==> config.mk <==
export PLATFORM = sky130hd
export DESIGN_NAME = hlrc_top
export DESIGN_NICKNAME = d
export VERILOG_FILES = /design/src/core/hlrc_pkg.sv /design/src/core/hlrc_cnt_if.sv /design/src/core/hlrc_counter.sv /design/src/core/hlrc_in_reg.sv /design/src/core/hlrc_top.sv
export SDC_FILE = /design/constraint.sdc
export NUM_CORES = 1
export LEC_CHECK = 0
export ABC_AREA = 1
export BUFFER_PORTS_ARGS = -buffer_cell sky130_fd_sc_hd__buf_2
export CORE_UTILIZATION = 57
export CTS_CLUSTER_DIAMETER = 120
export DETAILED_ROUTE_END_ITERATION = 12
export PLACE_DENSITY = 0.94
export SETUP_SLACK_MARGIN = 0.05
export SYNTH_ARGS = -nofsm -noshare
export SYNTH_HDL_FRONTEND = slang
export SYNTH_SLANG_ARGS = --single-unit
==> constraint.sdc <==
create_clock -name ref_clk_i -period 8.2 [get_ports ref_clk_i]
set_input_delay 1.64 -clock ref_clk_i [delete_from_list [all_inputs] [get_ports ref_clk_i]]
set_output_delay 1.64 -clock ref_clk_i [all_outputs]
set_load 0.01 [all_outputs]
==> src/core/hlrc_pkg.sv <==
// shared constants for the host loadable readable counter block
package hlrc_pkg;

  // byte lane width of the host port and of the counter
  localparam int unsigned HLRC_DATA_W = 8;

  //////////////////////////////////////////////////////////////////////////
  // register byte offsets on the avalon slave
  localparam logic [3:0] HLRC_OFS_CTRL = 4'h0;
  localparam logic [3:0] HLRC_OFS_COUNT = 4'h4;
  localparam logic [3:0] HLRC_OFS_HELD = 4'h8;
  localparam logic [3:0] HLRC_OFS_INREG = 4'hC;

  //////////////////////////////////////////////////////////////////////////
  // control register field positions
  localparam int unsigned HLRC_CTRL_A_LATCH = 0;
  localparam int unsigned HLRC_CTRL_A_PINS = 1;
  localparam int unsigned HLRC_CTRL_B_LATCH = 2;
  localparam int unsigned HLRC_CTRL_B_PINS = 3;
  localparam int unsigned HLRC_CTRL_HOLD_PINS = 4;
  localparam int unsigned HLRC_CTRL_W = 5;

  //////////////////////////////////////////////////////////////////////////
  // reset values
  localparam logic [HLRC_CTRL_W-1:0] HLRC_CTRL_RST = 5'h00;
  localparam logic [HLRC_DATA_W-1:0] HLRC_DATA_RST = 8'h00;
  localparam logic [31:0] HLRC_RDATA_RST = 32'h00000000;

endpackage : hlrc_pkg

==> src/core/hlrc_cnt_if.sv <==
// control and value signals between the top and the counter
`timescale 1ns/100ps
`default_nettype none
interface hlrc_cnt_if #(parameter int unsigned W = 8);
  logic step;
  logic load;
  logic up;
  logic [W-1:0] preset;
  logic [W-1:0] count;

  modport ctl (output step, output load, output up, output preset,
               input count);
  modport cnt (input step, input load, input up, input preset,
               output count);
endinterface : hlrc_cnt_if
`default_nettype wire

==> src/core/hlrc_counter.sv <==
// loadable up/down counter stepped by the count clock edge
`timescale 1ns/100ps
`default_nettype none
module hlrc_counter
  import hlrc_pkg::*;
#(
  parameter int unsigned W = HLRC_DATA_W
)
(
  input wire logic clk_i,
  input wire logic rst_n_i,
  hlrc_cnt_if.cnt cnt
);

  logic [W-1:0] count_r;

  if (W < 1)
  begin : g_bad_width
    $error("hlrc_counter: W must be at least 1");
  end

  // preset wins over counting on a count clock edge
  always_ff @(posedge clk_i or negedge rst_n_i)
  begin
    if (!rst_n_i)
      count_r <= W'(HLRC_DATA_RST);
    else if (cnt.step && cnt.load)
      count_r <= cnt.preset;
    else if (cnt.step && cnt.up)
      count_r <= count_r + W'(1);
    else if (cnt.step)
      count_r <= count_r - W'(1);
  end

  assign cnt.count = count_r;

  //////////////////////////////////////////////////////////////////////////
  // checks on the counter
  a_preset_load: assert property (
    @(posedge clk_i) disable iff (!rst_n_i)
    cnt.step && cnt.load |=> count_r == $past(cnt.preset))
    else $error("preset not loaded on count edge");

  a_step_up: assert property (
    @(posedge clk_i) disable iff (!rst_n_i)
    cnt.step && !cnt.load && cnt.up |=> count_r == $past(count_r) + W'(1))
    else $error("counter did not step up by one");

  a_step_down: assert property (
    @(posedge clk_i) disable iff (!rst_n_i)
    cnt.step && !cnt.load && !cnt.up
      |=> count_r == $past(count_r) - W'(1))
    else $error("counter did not step down by one");

  a_idle_hold: assert property (
    @(posedge clk_i) disable iff (!rst_n_i)
    !cnt.step |=> $stable(count_r))
    else $error("counter moved without a count edge");

endmodule : hlrc_counter
`default_nettype wire

==> src/core/hlrc_in_reg.sv <==
// byte input register, edge or flow-through, bus or pin sourced
`timescale 1ns/100ps
`default_nettype none
module hlrc_in_reg
  import hlrc_pkg::*;
#(
  parameter int unsigned W = HLRC_DATA_W
)
(
  input wire logic clk_i,
  input wire logic rst_n_i,
  input wire logic latch_mode_i,
  input wire logic src_pins_i,
  input wire logic [W-1:0] bus_i,
  input wire logic [W-1:0] pins_i,
  input wire logic strobe_low_i,
  input wire logic strobe_fall_i,
  input wire logic write_enable_i,
  output logic [W-1:0] q_o
);

  logic [W-1:0] src;
  logic [W-1:0] q_r;

  if (W < 1)
  begin : g_bad_width
    $error("hlrc_in_reg: W must be at least 1");
  end

  // data source select
  assign src = src_pins_i ? pins_i : bus_i;

  // latch mode flows while strobe low, edge mode takes the strobe edge
  always_ff @(posedge clk_i or negedge rst_n_i)
  begin
    if (!rst_n_i)
      q_r <= W'(HLRC_DATA_RST);
    else if (write_enable_i && latch_mode_i && strobe_low_i)
      q_r <= src;
    else if (write_enable_i && !latch_mode_i && strobe_fall_i)
      q_r <= src;
  end

  assign q_o = q_r;

  //////////////////////////////////////////////////////////////////////////
  // checks on the input register
  a_we_gates_capture: assert property (
    @(posedge clk_i) disable iff (!rst_n_i)
    !write_enable_i |=> $stable(q_r))
    else $error("input register changed with write enable low");

  a_edge_capture: assert property (
    @(posedge clk_i) disable iff (!rst_n_i)
    write_enable_i && !latch_mode_i && strobe_fall_i |=> q_r == $past(src))
    else $error("edge mode missed the strobe");

  a_edge_holds: assert property (
    @(posedge clk_i) disable iff (!rst_n_i)
    !latch_mode_i && !strobe_fall_i |=> $stable(q_r))
    else $error("edge mode register moved between strobes");

endmodule : hlrc_in_reg
`default_nettype wire

==> src/core/hlrc_top.sv <==
// host loadable readable counter with byte host port and avalon slave
//
// How it works
// - eight-bit up/down counter, host presets and reads
// - preset loads when request low at count edge
// - write strobe captures preset into input register
// - host data crosses transceiver onto internal bus
// - input registers selectable edge or flow-through
// - input data from pins or internal bus
// - input register feeds logic on same side
// - read logic gathered as byte into holding latch
// - holding latch flows with enable and clock high
// - held value drives bus while read enabled
// - host bus driven with port enable, strobe low
// - strobe high turns transceiver inward again
// - extra output port from input latch outputs
// - extra input port through holding latch
// - holding latch keeps value after clock falls
// - host port undriven while port enable low
// - input register captures only with write enable
`timescale 1ns/100ps
`default_nettype none
module hlrc_top
  import hlrc_pkg::*;
#(
  parameter int unsigned W = HLRC_DATA_W
)
(
  input wire logic ref_clk_i,
  input wire logic arst_n_i,
  // avalon-mm slave
  input wire logic [3:0] avs_address_i,
  input wire logic avs_read_i,
  input wire logic avs_write_i,
  input wire logic [3:0] avs_byteenable_i,
  input wire logic [31:0] avs_writedata_i,
  output logic [31:0] avs_readdata_o,
  output logic avs_waitrequest_o,
  // host byte port, split two-way pins
  input wire logic [W-1:0] host_data_i,
  output logic [W-1:0] host_data_o,
  output logic host_data_oe_o,
  input wire logic host_write_strobe_n_i,
  input wire logic host_read_strobe_n_i,
  input wire logic write_enable_i,
  input wire logic read_enable_i,
  input wire logic port_enable_i,
  // holding latch controls
  input wire logic holding_latch_enable_i,
  input wire logic system_latch_clock_i,
  // counter controls
  input wire logic count_clock_i,
  input wire logic preset_request_low_n_i,
  input wire logic count_up_i,
  // general pins and extra ports
  input wire logic [W-1:0] gp_pins_i,
  input wire logic [W-1:0] extra_input_port_i,
  output logic [W-1:0] extra_output_port_o
);

  if (W < 1 || W > 16)
  begin : g_bad_width
    $error("hlrc_top: W must lie between 1 and 16");
  end

  localparam int unsigned CTL_N = 10;
  localparam int unsigned SYNC_W = CTL_N + 3 * W;

  //////////////////////////////////////////////////////////////////////////
  // reset release through two flip-flops
  logic rst_meta_r;
  logic rst_n;

  always_ff @(posedge ref_clk_i or negedge arst_n_i)
  begin
    if (!arst_n_i)
    begin
      rst_meta_r <= 1'b0;
      rst_n <= 1'b0;
    end
    else
    begin
      rst_meta_r <= 1'b1;
      rst_n <= rst_meta_r;
    end
  end

  //////////////////////////////////////////////////////////////////////////
  // pin synchronisers, stage three only for edge detection
  logic [SYNC_W-1:0] async_in;
  logic [SYNC_W-1:0] sync1_r;
  logic [SYNC_W-1:0] sync2_r;
  logic [1:0] sync3_r;

  assign async_in = {extra_input_port_i, gp_pins_i, host_data_i,
                     ~host_write_strobe_n_i, ~host_read_strobe_n_i,
                     write_enable_i, read_enable_i, port_enable_i,
                     holding_latch_enable_i, system_latch_clock_i,
                     count_clock_i, ~preset_request_low_n_i, count_up_i};

  // two-stage capture of every pin
  always_ff @(posedge ref_clk_i or negedge rst_n)
  begin
    if (!rst_n)
    begin
      sync1_r <= '0;
      sync2_r <= '0;
      sync3_r <= '0;
    end
    else
    begin
      sync1_r <= async_in;
      sync2_r <= sync1_r;
      sync3_r <= {sync2_r[9], sync2_r[2]};
    end
  end

  logic wr_low_s;
  logic rd_low_s;
  logic we_s;
  logic re_s;
  logic port_en_s;
  logic hle_s;
  logic lclk_s;
  logic cclk_s;
  logic preset_req_s;
  logic up_s;
  logic [W-1:0] host_data_s;
  logic [W-1:0] gp_pins_s;
  logic [W-1:0] ext_in_s;
  logic wr_fall;
  logic cclk_rise;

  // named views of the synchronised pins
  assign wr_low_s = sync2_r[9];
  assign rd_low_s = sync2_r[8];
  assign we_s = sync2_r[7];
  assign re_s = sync2_r[6];
  assign port_en_s = sync2_r[5];
  assign hle_s = sync2_r[4];
  assign lclk_s = sync2_r[3];
  assign cclk_s = sync2_r[2];
  assign preset_req_s = sync2_r[1];
  assign up_s = sync2_r[0];
  assign host_data_s = sync2_r[CTL_N +: W];
  assign gp_pins_s = sync2_r[CTL_N + W +: W];
  assign ext_in_s = sync2_r[CTL_N + 2 * W +: W];
  // strobe assertion and count clock rising edge
  assign wr_fall = wr_low_s & ~sync3_r[1];
  assign cclk_rise = cclk_s & ~sync3_r[0];
  //////////////////////////////////////////////////////////////////////////
  // control register and avalon slave state
  logic [HLRC_CTRL_W-1:0] ctrl_r;
  logic wait_r;
  logic [31:0] rdata_r;
  logic [W-1:0] held_r;
  logic [W-1:0] in_a;
  logic [W-1:0] in_b;
  logic [W-1:0] ibus;
  logic [W-1:0] hold_src;
  hlrc_cnt_if #(.W(W)) cnt_if ();

  //////////////////////////////////////////////////////////////////////////
  // internal bus: held value when reading with read enable, host data while read strobe high, zero otherwise
  always_comb
  begin
    if (rd_low_s && re_s)
      ibus = held_r;
    else if (!rd_low_s)
      ibus = host_data_s;
    else
      ibus = W'(HLRC_DATA_RST);
  end

  //////////////////////////////////////////////////////////////////////////
  // input register a feeds the counter preset on its side
  hlrc_in_reg #(.W(W)) u_in_a (
    .clk_i(ref_clk_i),
    .rst_n_i(rst_n),
    .latch_mode_i(ctrl_r[HLRC_CTRL_A_LATCH]),
    .src_pins_i(ctrl_r[HLRC_CTRL_A_PINS]),
    .bus_i(ibus),
    .pins_i(gp_pins_s),
    .strobe_low_i(wr_low_s),
    .strobe_fall_i(wr_fall),
    .write_enable_i(we_s),
    .q_o(in_a)
  );

  // input register b feeds the extra output port on its side
  hlrc_in_reg #(.W(W)) u_in_b (
    .clk_i(ref_clk_i),
    .rst_n_i(rst_n),
    .latch_mode_i(ctrl_r[HLRC_CTRL_B_LATCH]),
    .src_pins_i(ctrl_r[HLRC_CTRL_B_PINS]),
    .bus_i(ibus),
    .pins_i(gp_pins_s),
    .strobe_low_i(wr_low_s),
    .strobe_fall_i(wr_fall),
    .write_enable_i(we_s),
    .q_o(in_b)
  );

  //////////////////////////////////////////////////////////////////////////
  // counter hookup; the host keeps the count edge after the strobe
  assign cnt_if.step = cclk_rise;
  assign cnt_if.load = preset_req_s;
  assign cnt_if.up = up_s;
  assign cnt_if.preset = in_a;

  hlrc_counter #(.W(W)) u_counter (
    .clk_i(ref_clk_i),
    .rst_n_i(rst_n),
    .cnt(cnt_if.cnt)
  );

  //////////////////////////////////////////////////////////////////////////
  // holding latch source: counter byte or extra input port
  assign hold_src = ctrl_r[HLRC_CTRL_HOLD_PINS] ? ext_in_s
                                                : cnt_if.count;
  // flow while enable and latch clock high, hold once clock falls
  always_ff @(posedge ref_clk_i or negedge rst_n)
  begin
    if (!rst_n)
      held_r <= W'(HLRC_DATA_RST);
    else if (hle_s && lclk_s)
      held_r <= hold_src;
  end

  //////////////////////////////////////////////////////////////////////////
  // host port drive, undriven unless enabled and read strobe low
  always_ff @(posedge ref_clk_i or negedge rst_n)
  begin
    if (!rst_n)
    begin
      host_data_oe_o <= 1'b0;
      host_data_o <= W'(HLRC_DATA_RST);
    end
    else
    begin
      host_data_oe_o <= port_en_s && rd_low_s;
      host_data_o <= ibus;
    end
  end

  // extra output port from input register b
  always_ff @(posedge ref_clk_i or negedge rst_n)
  begin
    if (!rst_n)
      extra_output_port_o <= W'(HLRC_DATA_RST);
    else
      extra_output_port_o <= in_b;
  end

  //////////////////////////////////////////////////////////////////////////
  // avalon waitrequest: low for one cycle per request
  always_ff @(posedge ref_clk_i or negedge rst_n)
  begin
    if (!rst_n)
      wait_r <= 1'b1;
    else if (wait_r && (avs_read_i || avs_write_i))
      wait_r <= 1'b0;
    else
      wait_r <= 1'b1;
  end

  // read data prepared while waitrequest still high
  always_ff @(posedge ref_clk_i or negedge rst_n)
  begin
    if (!rst_n)
      rdata_r <= HLRC_RDATA_RST;
    else if (wait_r && avs_read_i)
    begin
      case (avs_address_i)
        HLRC_OFS_CTRL: rdata_r <= 32'(ctrl_r);
        HLRC_OFS_COUNT: rdata_r <= 32'(cnt_if.count);
        HLRC_OFS_HELD: rdata_r <= 32'(held_r);
        HLRC_OFS_INREG: rdata_r <= 32'({in_b, in_a});
        default: rdata_r <= HLRC_RDATA_RST;
      endcase
    end
  end

  // control write takes effect at the edge waitrequest is low
  always_ff @(posedge ref_clk_i or negedge rst_n)
  begin
    if (!rst_n)
      ctrl_r <= HLRC_CTRL_RST;
    else if (avs_write_i && !wait_r && avs_address_i == HLRC_OFS_CTRL
             && avs_byteenable_i[0])
      ctrl_r <= avs_writedata_i[HLRC_CTRL_W-1:0];
  end

  assign avs_waitrequest_o = wait_r;
  assign avs_readdata_o = rdata_r;

  //////////////////////////////////////////////////////////////////////////
  // checks on the host port, latch and slave
  a_port_turnaround: assert property (
    @(posedge ref_clk_i) disable iff (!rst_n)
    !rd_low_s |=> !host_data_oe_o)
    else $error("transceiver still outward after read strobe high");
  a_port_undriven: assert property (
    @(posedge ref_clk_i) disable iff (!rst_n)
    !port_en_s |=> !host_data_oe_o)
    else $error("host port driven with port enable low");
  a_read_drive: assert property (
    @(posedge ref_clk_i) disable iff (!rst_n)
    port_en_s && rd_low_s && re_s
      |=> host_data_oe_o && host_data_o == $past(held_r))
    else $error("host read did not drive the held value");
  a_latch_flow: assert property (
    @(posedge ref_clk_i) disable iff (!rst_n)
    hle_s && lclk_s && !ctrl_r[HLRC_CTRL_HOLD_PINS]
      |=> held_r == $past(cnt_if.count))
    else $error("holding latch not flowing the count");
  a_latch_holds: assert property (
    @(posedge ref_clk_i) disable iff (!rst_n)
    !(hle_s && lclk_s) |=> $stable(held_r))
    else $error("holding latch changed while closed");
  a_ext_out_follows: assert property (
    @(posedge ref_clk_i) disable iff (!rst_n)
    ##1 extra_output_port_o == $past(in_b))
    else $error("extra output port lags its register");
  a_wait_one_cycle: assert property (
    @(posedge ref_clk_i) disable iff (!rst_n)
    (avs_read_i || avs_write_i) && wait_r |=> !wait_r ##1 wait_r)
    else $error("waitrequest not low for exactly one cycle");
  a_ctrl_written: assert property (
    @(posedge ref_clk_i) disable iff (!rst_n)
    avs_write_i && !wait_r && avs_address_i == HLRC_OFS_CTRL
      && avs_byteenable_i[0]
      |=> ctrl_r == $past(avs_writedata_i[HLRC_CTRL_W-1:0]))
    else $error("control write lost");
endmodule : hlrc_top
`default_nettype wire

# After elaboration in Yosys (flattened, before gate mapping)
# Index checks and enable logic that the tools add are counted.
[word_totals]
ff_bits = 159
input_bits = 78
out_inout_bits = 50
wordCells = 67
[op_classes]
n_addsub = 2
n_eq_ne = 3
n_mux = 14
bitwise_logic = 7
n_reduce_logical = 26
[ops]
columns = ["cell", "count"]
rows = [
  ["8-bit 2-to-1 mux", 12],
  ["16-bit one-hot mux with 4 select lines", 1],
  ["1-bit logical AND", 18],
  ["8-bit by 1-bit adder with 8-bit output (second input constant)", 1],
  ["4-bit == test (second input constant)", 2],
  ["8-bit by 1-bit subtractor with 8-bit output (second input constant)", 1],
  ["1-bit NOT", 5],
  ["4-bit by 3-bit == test with 1-bit output (second input constant)", 1],
  ["4-bit logical NOT", 1],
  ["2-bit nonzero test", 2],
  ["1-bit logical NOT", 3],
  ["3-bit nonzero test", 1],
  ["1-bit AND", 2],
  ["1-bit logical OR", 1],
  ["1-bit 2-to-1 mux", 1],
]

# Logic depth before layout (Yosys ltp)
# Gate-level depths: netlist of run 1.
[depth]
word_depth = 5
depth_mapped = 11
ltp_nobuf = 11

# By module
# Synthesis of run 1 repeated with hierarchy kept, for this count alone.
[hier_totals]
hier_cells = 551
hier_area_um2 = 5597.9
[by_module_without_submodules]
columns = ["module", "instances", "cells_per_inst", "area_per_inst_um2", "seq_area_each_um2"]
rows = [
  ["hlrc_top", 1, 324, 3977.6, 2979.1],
  ["hlrc_in_reg", 2, 61, 446.7, 200.2],
  ["hlrc_counter", 1, 105, 726.9, 200.2],
]

# Worst setup path after synthesis of run 1
# No wires, ideal clock.
[synth_timing]
path_type = "input-to-reg"
startpoint = "input port avs_address_i[1]"
endpoint = "register rdata_r[6] (netlist: avs_readdata_o[6])"
arrival_ns = 2.250
t_required_ns = 8.134
path_slack_ns = 5.884
cell_stages = 6
n_path_buf = 1
cell_sequence = "nor2_8 > nand2_4 > buf_6 > o221ai_2 > nand2_1 > nand2_1"
[synth_between]
elab_chain_cells = 2
[synth_rtl]
columns = ["item", "line", "source"]
rows = [
  ["start: declaration", "hlrc_top.sv:32", "input wire logic [3:0] avs_address_i,"],
  ["4-bit == test (tied with other cells)", "hlrc_top.sv:274", "case (avs_address_i)"],
  ["16-bit one-hot mux with 4 select lines (*)", "hlrc_top.sv:274", ""],
  ["end signal: assignment", "hlrc_top.sv:275", "HLRC_OFS_CTRL: rdata_r <= 32'(ctrl_r);"],
  ["end signal: assignment", "hlrc_top.sv:276", "HLRC_OFS_COUNT: rdata_r <= 32'(cnt_if.count);"],
  ["end signal: assignment", "hlrc_top.sv:277", "HLRC_OFS_HELD: rdata_r <= 32'(held_r);"],
  ["end: declaration", "hlrc_top.sv:155", "logic [31:0] rdata_r;"],
]
# Mark *: on every way between the ends. The rest lies on a longest branch, timed or not.
# A chain may end at the register's enable or synchronous reset.

# Final worst setup path of run 1
[layout_timing]
startpoint = "register wait_r (netlist: avs_waitrequest_o)"
endpoint = "output port avs_waitrequest_o"
[layout_rtl]
columns = ["item", "line", "source"]
rows = [
  ["start: declaration", "hlrc_top.sv:154", "logic wait_r;"],
  ["start signal: assignment", "hlrc_top.sv:260", "wait_r <= 1'b1;"],
  ["start signal: assignment", "hlrc_top.sv:262", "wait_r <= 1'b0;"],
  ["start signal: assignment", "hlrc_top.sv:264", "wait_r <= 1'b1;"],
  ["end: declaration", "hlrc_top.sv:38", "output logic avs_waitrequest_o,"],
]
# No word-level cell between the ends.

==> impl_metrics.yaml, run 1 <==
worst_setup_path:
  path_buf_inv: 1
  critPathLaunchType: "register"
  cp-end-kind: "output port"
  slowest_delay_ns: 0.55
  crit_required_ns: 6.56
  cp.arrival_ns: 1.19
  cpMaxStageDelayCell: "dfstp_2"
  worst-path-max-fanout: 4
  cp.depth: 1
  crit_chain: "buf_2"
  crit_family: "flip-flops"
  r2r_cells: 10
  worstSetupPathType: "register to output port"
pwr:
  switching_power_w: 0.000537
  swShare_pct: 28.6
  power.density_mw_per_mm2: 290
  p_leak_nw: 3.26
  p_int_w: 0.00134
  clock_power_share_pct: 40.2
  p_comb_share_pct: 15.2
  peakVddDrop_mv: 0.190
  power_frac_seq_pct: 44.6
clock_network:
  cts_buffers: 17
  cts.sinks: 143
  post_cts_buffers: 0
  insertion_delay_ns: 0.51
  clockBufferDepth: 2
  cts-resized-gates: 0
  clock_tree.root_cell: "clkbuf_8"
  cts-hold-fix-buffers: 0
  cts_max_level: 4
  clkSlewWorstSetupHoldPaths_ns: 0.06
  tritoncts: "yes"
min_path:
  hold_path_class: "register to register"
  holdPathStages: 0
route:
  drt_iter0_drc: 286
  ant_nets: 0
  vias: 3741
  drc: 0
  dr.pass1.iters: 6
  post_drt_via_cell_ratio: 5.17
  routed_wl_um: 11100
  wl_per_cell_um: 15.4
placement:
  place_ws_ns: 5.58
  io_buffers: 81
  dpl.hpwl_um: 7510
  dp_cells: 691
  globalplace.congestion: 0.857
die:
  boundaryPins: 128
  start_util_pct: 58.7
  core.rowCount: 35
  chipHeight_um: 99.6
  fp.coreArea_mm2: 0.00924
  dieArea_mm2: 0.00991
  die_x_um: 99.6
layout:
  utilization_pct: 70.1
  final_cells: 723
  layout-drive-gt1-share_pct: 23.7
  diodes: 0
  nNetsFinal: 667
  area_delta_synth_final_pct: 19.4
  nFillCells: 628
timing:
  period_needed_ns: 2.83
  hold_violations: 0
  fin_crit_sh_pct: 34.5
  worst_slew_pin_slew_ns: 0.925
  setup_violations: 0
  rsz0062_at_grt: "false"
  timing.setup.tns_ns: 0
  slew_headroom_pct: 38.3
  skew_ns: 0.00901
  timing.fmax_mhz: 353
  drv_slew: 0
  layout_setup_ws_ns: 5.37
synth:
  yosysUniqueCellTypes: 34
  synth.top_cell.area_share_pct: 65.5
  synthCells: 490
  syn_area_mm2: 0.00543
  synth_top_cell_by_area: "dfrtp_1"
  synth-seq-area-share_pct: 66.0
  avgSynthCellArea_um2: 11.1
  ys_ff_latch: 143
  ys_warn_count: 0
  synth_area_leaders: "dfrtp_1 (65%), nand2_1 (6.6%), inv_1 (4.2%), o21ai_0 (3.0%), buf_4 (2.5%)"
grt:
  grt.busiest_layer: "met2"
  grt_overflow: 0
  antenna_found_initial: 0
  grt_pass1_wl_um: 17900
  first_global_vias: 3649
  track_usage_pct: 24.5
  use_met3_pct: 5.62
  met2_usage_pct: 40.0
  grt_max_degree: 78
  grtUsageMet1_pct: 31.8
flow_run:
  maxCapViolations: 0
run_status:
  status: "complete, no violations"
-- worst register-to-register path, cell delays in order (launching register included) --
cell	delay [ns]
dfrtp_1	0.37
inv_1	0.10
nand3_1	0.32
ha_1	0.49
inv_1	0.06
nand2_1	0.13
nand3_1	0.13
nand3_1	0.10
nand3_1	0.08
nand2_1	0.07
nand2_1	0.06
-- kinds of logic (layout without fill, tap and decap cells) --
group           after synthesis  in the layout  synth area share (%)
other cells                   2             17                 0.138
fa+ha+maj                     8              8                  1.98
compound gates              100            100                  11.8
xor+xnor                      2              2                 0.323
flops                       143            143                  66.0
buf+inv                      91            180                  7.80
simple gates                144            144                  11.9
-- cells in the mapped netlist --
cell type and instances:
nor2_8 1, conb_1 2, fa_1 1, o22ai_2 8, nand2_4 2, nand3_4 2, buf_6 1, xnor2_1 1
buf_2 5, nand4_1 1, inv_2 4, nand2_1 95, nand3_2 1, o21ai_0 32, o221ai_2 2, clkbuf_1 1
nor2_1 22, nand2_2 3, nor2_4 1, a21oi_1 12, nand3_1 14, a21oi_2 2, buf_4 18, dfrtp_1 142
a31oi_1 8, nand3b_1 2, ha_1 7, clkinv_1 2, inv_1 60, o22ai_1 20, o21ai_1 11, xor2_1 1
o221ai_1 5, dfstp_2 1
-- power groups by stage --
| stage | clock network [W] | registers (W) | logic [W] |
|---|---|---|---|
| after floorplan | 0 | 0.000843 | 0.000200 |
| after global placement | 0 | 0.000844 | 0.000272 |
| after detailed placement | 0 | 0.000849 | 0.000280 |
| after CTS | 0.000767 | 0.000838 | 0.000285 |
| after global routing | 0.000800 | 0.000848 | 0.000321 |
| final | 0.000755 | 0.000838 | 0.000286 |
-- stage by stage --
step / hold slack, ns / total power (W) / area, µm²
floorplan: 0.331 / 0.00104 / 5480
global placement: 0.333 / 0.00112 / 5880
detailed placement: 0.335 / 0.00113 / 5880
CTS: 0.347 / 0.00189 / 6480
global route: 0.352 / 0.00197 / 6480
finish: 0.345 / 0.00188 / 6480
-- path summary, 6_finish.rpt --
check,startpoint,slack [ns],endpoint
min in group asynchronous,rst_n,0.41,sync2_r[8]
worst max register to register,sync3_r[0],6.20,u_counter.cnt.count[7]
worst max-delay path,avs_waitrequest_o,5.37,avs_waitrequest_o
max in group asynchronous,rst_n,6.39,extra_output_port_o[5]
worst min register to register,sync1_r[29],0.35,sync2_r[29]
worst min-delay path,sync1_r[29],0.35,sync2_r[29]
-- sequential cells by signal, summed over array words and instances (netlist names), 2 cells and up --
register and flops:
u_in_b.q_o 8, sync2_r 34, extra_output_port_o 8, avs_readdata_o 16, u_counter.cnt.count 8, sync1_r 34, sync3_r 2, host_data_o 8
held_r 8, ctrl_r 5, u_in_a.q_o 8
-- layout make-up --
| class | instances | area [µm²] | share of cell area [%] |
|---|---|---|---|
| clock inverter | 12 | 146 | 2.26 |
| tap | 129 | 161 | 2.49 |
| inverter | 66 | 248 | 3.83 |
| multi-input combinational | 271 | 1480 | 22.8 |
| clock buffer | 20 | 445 | 6.88 |
| timing repair buffer | 82 | 413 | 6.38 |
| sequential | 143 | 3580 | 55.3 |
-- metal layers --
layer  share of wire, %  vias to the layer above  wire (µm)
li1                   -                     1746          -
met1                 41                     1798       4600
met2                 51                      171       5620
met3                5.8                       26        646
met4                2.2                        0        248
met5                  0                        -          0
-- cells in the final DEF, fill, tap and decap left out, types with 3 or more instances in the layout --
| cell type | netlist | final |
|---|---|---|
| clkbuf_8 | 0 | 3 |
| nand2_1 | 95 | 95 |
| clkinvlp_4 | 0 | 3 |
| o221ai_1 | 5 | 5 |
| ha_1 | 7 | 7 |
| nor2_1 | 22 | 22 |
| dfrtp_1 | 142 | 141 |
| a31oi_1 | 8 | 8 |
| clkbuf_16 | 0 | 16 |
| inv_2 | 4 | 4 |
| o21ai_1 | 11 | 11 |
| o21ai_0 | 32 | 32 |
| a21oi_1 | 12 | 12 |
| conb_1 | 2 | 17 |
| inv_1 | 60 | 60 |
| inv_6 | 0 | 4 |
| nand3_1 | 14 | 14 |
| o22ai_1 | 20 | 20 |
| o22ai_2 | 8 | 8 |
| buf_2 | 5 | 81 |
| nand2_2 | 3 | 3 |
(Power assumes the default switching activity.)
==> run 2, diff against run 1 <==
- CORE_UTILIZATION: 57 -> 53
- PLACE_DENSITY: 0.94 -> 0.89
- clock period: 8.2 -> 2.8 ns (I/O delays scaled with it)
==> run 2 against run 1 <==
  * Register-to-register slack worse by 5.4 ns
  * Global-route usage is 1.5 points lower
  * Final cell count is 0.83% higher
  * First-iteration DRC count is 8.7% lower
  * Largest cell class unchanged
  * Clock power grew to 3.0 times the previous value
  * Sequential power grew to 2.9 times the previous value
==> impl_metrics.yaml, run 2 (synthesis results as in run 1) <==
run_status:
  status: "complete, no violations"
flow_run:
  maxCapViolations: 0
layout:
  design_area_mm2: 0.00652
  mostFrequentLayoutCells: "dfrtp_1 (141), nand2_1 (95), buf_2 (81)"
  final_cells: 729
  nNetsFinal: 669
  nFillCells: 705
  final_common_cell: "dfrtp_1"
  diodes: 0
  layout-drive-gt1-share_pct: 23.5
  area_delta_synth_final_pct: 20.1
timing:
  fin_crit_sh_pct: 72.8
  worst_slew_pin_slew_ns: 0.668
  drv_slew: 0
  layout_setup_ws_ns: 0.760
  skew_ns: 0.00712
  period_needed_ns: 2.04
  timing.fmax_mhz: 490
  holdWs_ns: 0.149
  hold_violations: 0
  rsz0062_at_grt: "false"
  slew_headroom_pct: 55.5
  setup_violations: 0
  timing.setup.tns_ns: 0
worst_setup_path:
  crit_top_cell: "nand2_1"
  critPathLaunchType: "register"
  worst-path-max-fanout: 9
  crit_chain: "inv_1 > nand3_1 > ha_1 > nand2_1 > inv_1 > a21oi_1 > nand2_1 > nand2_1 > nand3_1 > nand2_1 > nand2_1"
  cp-end-kind: "register"
  cpMaxStageDelayCell: "ha_1"
  crit_required_ns: 3.20
  cp.arrival_ns: 2.44
  path_buf_inv: 2
  crit_family: "simple AND/OR/NAND/NOR gates"
  worstSetupPathType: "register to register"
  slowest_delay_ns: 0.47
pwr:
  p_int_w: 0.00399
  p_comb_share_pct: 15.5
  clock_power_share_pct: 40.4
  switching_power_w: 0.00156
  p_leak_nw: 3.28
  swShare_pct: 28.0
  power.density_mw_per_mm2: 852
  power_frac_seq_pct: 44.1
  peakVddDrop_mv: 0.571
route:
  wl_met3_um: 710
  drt_iter0_drc: 261
  wl_per_cell_um: 15.6
  met2WireLength_um: 5710
  dr.pass1.iters: 5
  post_drt_via_cell_ratio: 5.20
  ant_nets: 0
  top_layer: "met4"
  routed_wl_um: 11400
  vias: 3790
  drc: 0
  wl_met1_um: 4670
clock_network:
  cts.sinks: 143
  cts_buffers: 17
  tritoncts: "yes"
  post_cts_buffers: 0
  cts-hold-fix-buffers: 1
  insertion_delay_ns: 0.51
  cts_max_level: 4
  clkSlewWorstSetupHoldPaths_ns: 0.06
  clockBufferDepth: 2
  clock_tree.root_cell: "clkbuf_8"
  cts-resized-gates: 0
die:
  core.rowCount: 36
  boundaryPins: 128
  fp.coreArea_mm2: 0.00986
  dieArea_mm2: 0.0106
  start_util_pct: 55.0
  chipHeight_um: 103
  die_x_um: 103
placement:
  placed_area_mm2: 0.00591
  place_ws_ns: 0.781
  dpl.hpwl_um: 7560
  globalplace.congestion: 0.853
  io_buffers: 81
  dp_cells: 696
grt:
  antenna_found_initial: 0
  grt_pass1_wl_um: 17700
  track_usage_pct: 23.0
  first_global_vias: 3596
  grt_overflow: 0
  grt_max_degree: 67
min_path:
  hold_path_class: "primary input to register"
-- run 2: cell type report --
| cell class | instances | area (µm²) | share of cell area (%) |
|---|---|---|---|
| clock inverters | 11 | 156 | 2.40 |
| clock buffers | 21 | 439 | 6.74 |
| repair buffers | 84 | 443 | 6.80 |
| inverters | 66 | 248 | 3.80 |
| flip-flops and latches | 143 | 3580 | 55.0 |
| multi-input cells | 271 | 1480 | 22.7 |
| well taps | 133 | 166 | 2.55 |
-- run 2: through the flow --
stage	utilization [%]	power, W
after floorplan	-	0.00305
after global placement	59.9	0.00326
after detailed placement	59.9	0.00331
after CTS	66.0	0.00556
after global routing	66.0	0.00580
final	66.0	0.00555
-- run 2: layer usage --
layer / up-vias / global-route usage, %
met2: 173 / 37.9
met4: 0 / 11.2
met3: 25 / 4.03
met1: 1833 / 29.8
met5: - / 0
li1: 1759 / -
-- run 2: worst paths after layout --
path | start | end | slack, ns | cells after the start
max reg2reg | sync3_r[0] | u_counter.cnt.count[7] | 0.76 | 11
min | count_clock_i | sync1_r[2] | 0.15 | 1
min in group asynchronous | arst_n_i | rst_n | 0.36 | 2
max in group asynchronous | rst_n | u_in_a.q_o[0] | 1.65 | 1
min reg2reg | sync1_r[4] | sync2_r[4] | 0.34 | 0
max | sync3_r[0] | u_counter.cnt.count[7] | 0.76 | 11
-- run 2: worst reg2reg max path, delay by kind of cell, from the launching register on --
kind / cells / cell delay, ns
AO/OA/AOI/OAI: 1 / 0.18
adder cells (fa/ha/maj): 1 / 0.47
buffers and inverters: 2 / 0.15
flip-flops: 1 / 0.37
AND/OR/NAND/NOR: 7 / 0.76
-- run 2: power groups by stage --
| stage | clock network (W) | logic, W | registers (W) |
|---|---|---|---|
| finish | 0.00224 | 0.000859 | 0.00245 |
| global route | 0.00235 | 0.000971 | 0.00247 |
| CTS | 0.00226 | 0.000851 | 0.00245 |
| detailed placement | 0 | 0.000835 | 0.00248 |
| global placement | 0 | 0.000793 | 0.00247 |
| floorplan | 0 | 0.000585 | 0.00247 |
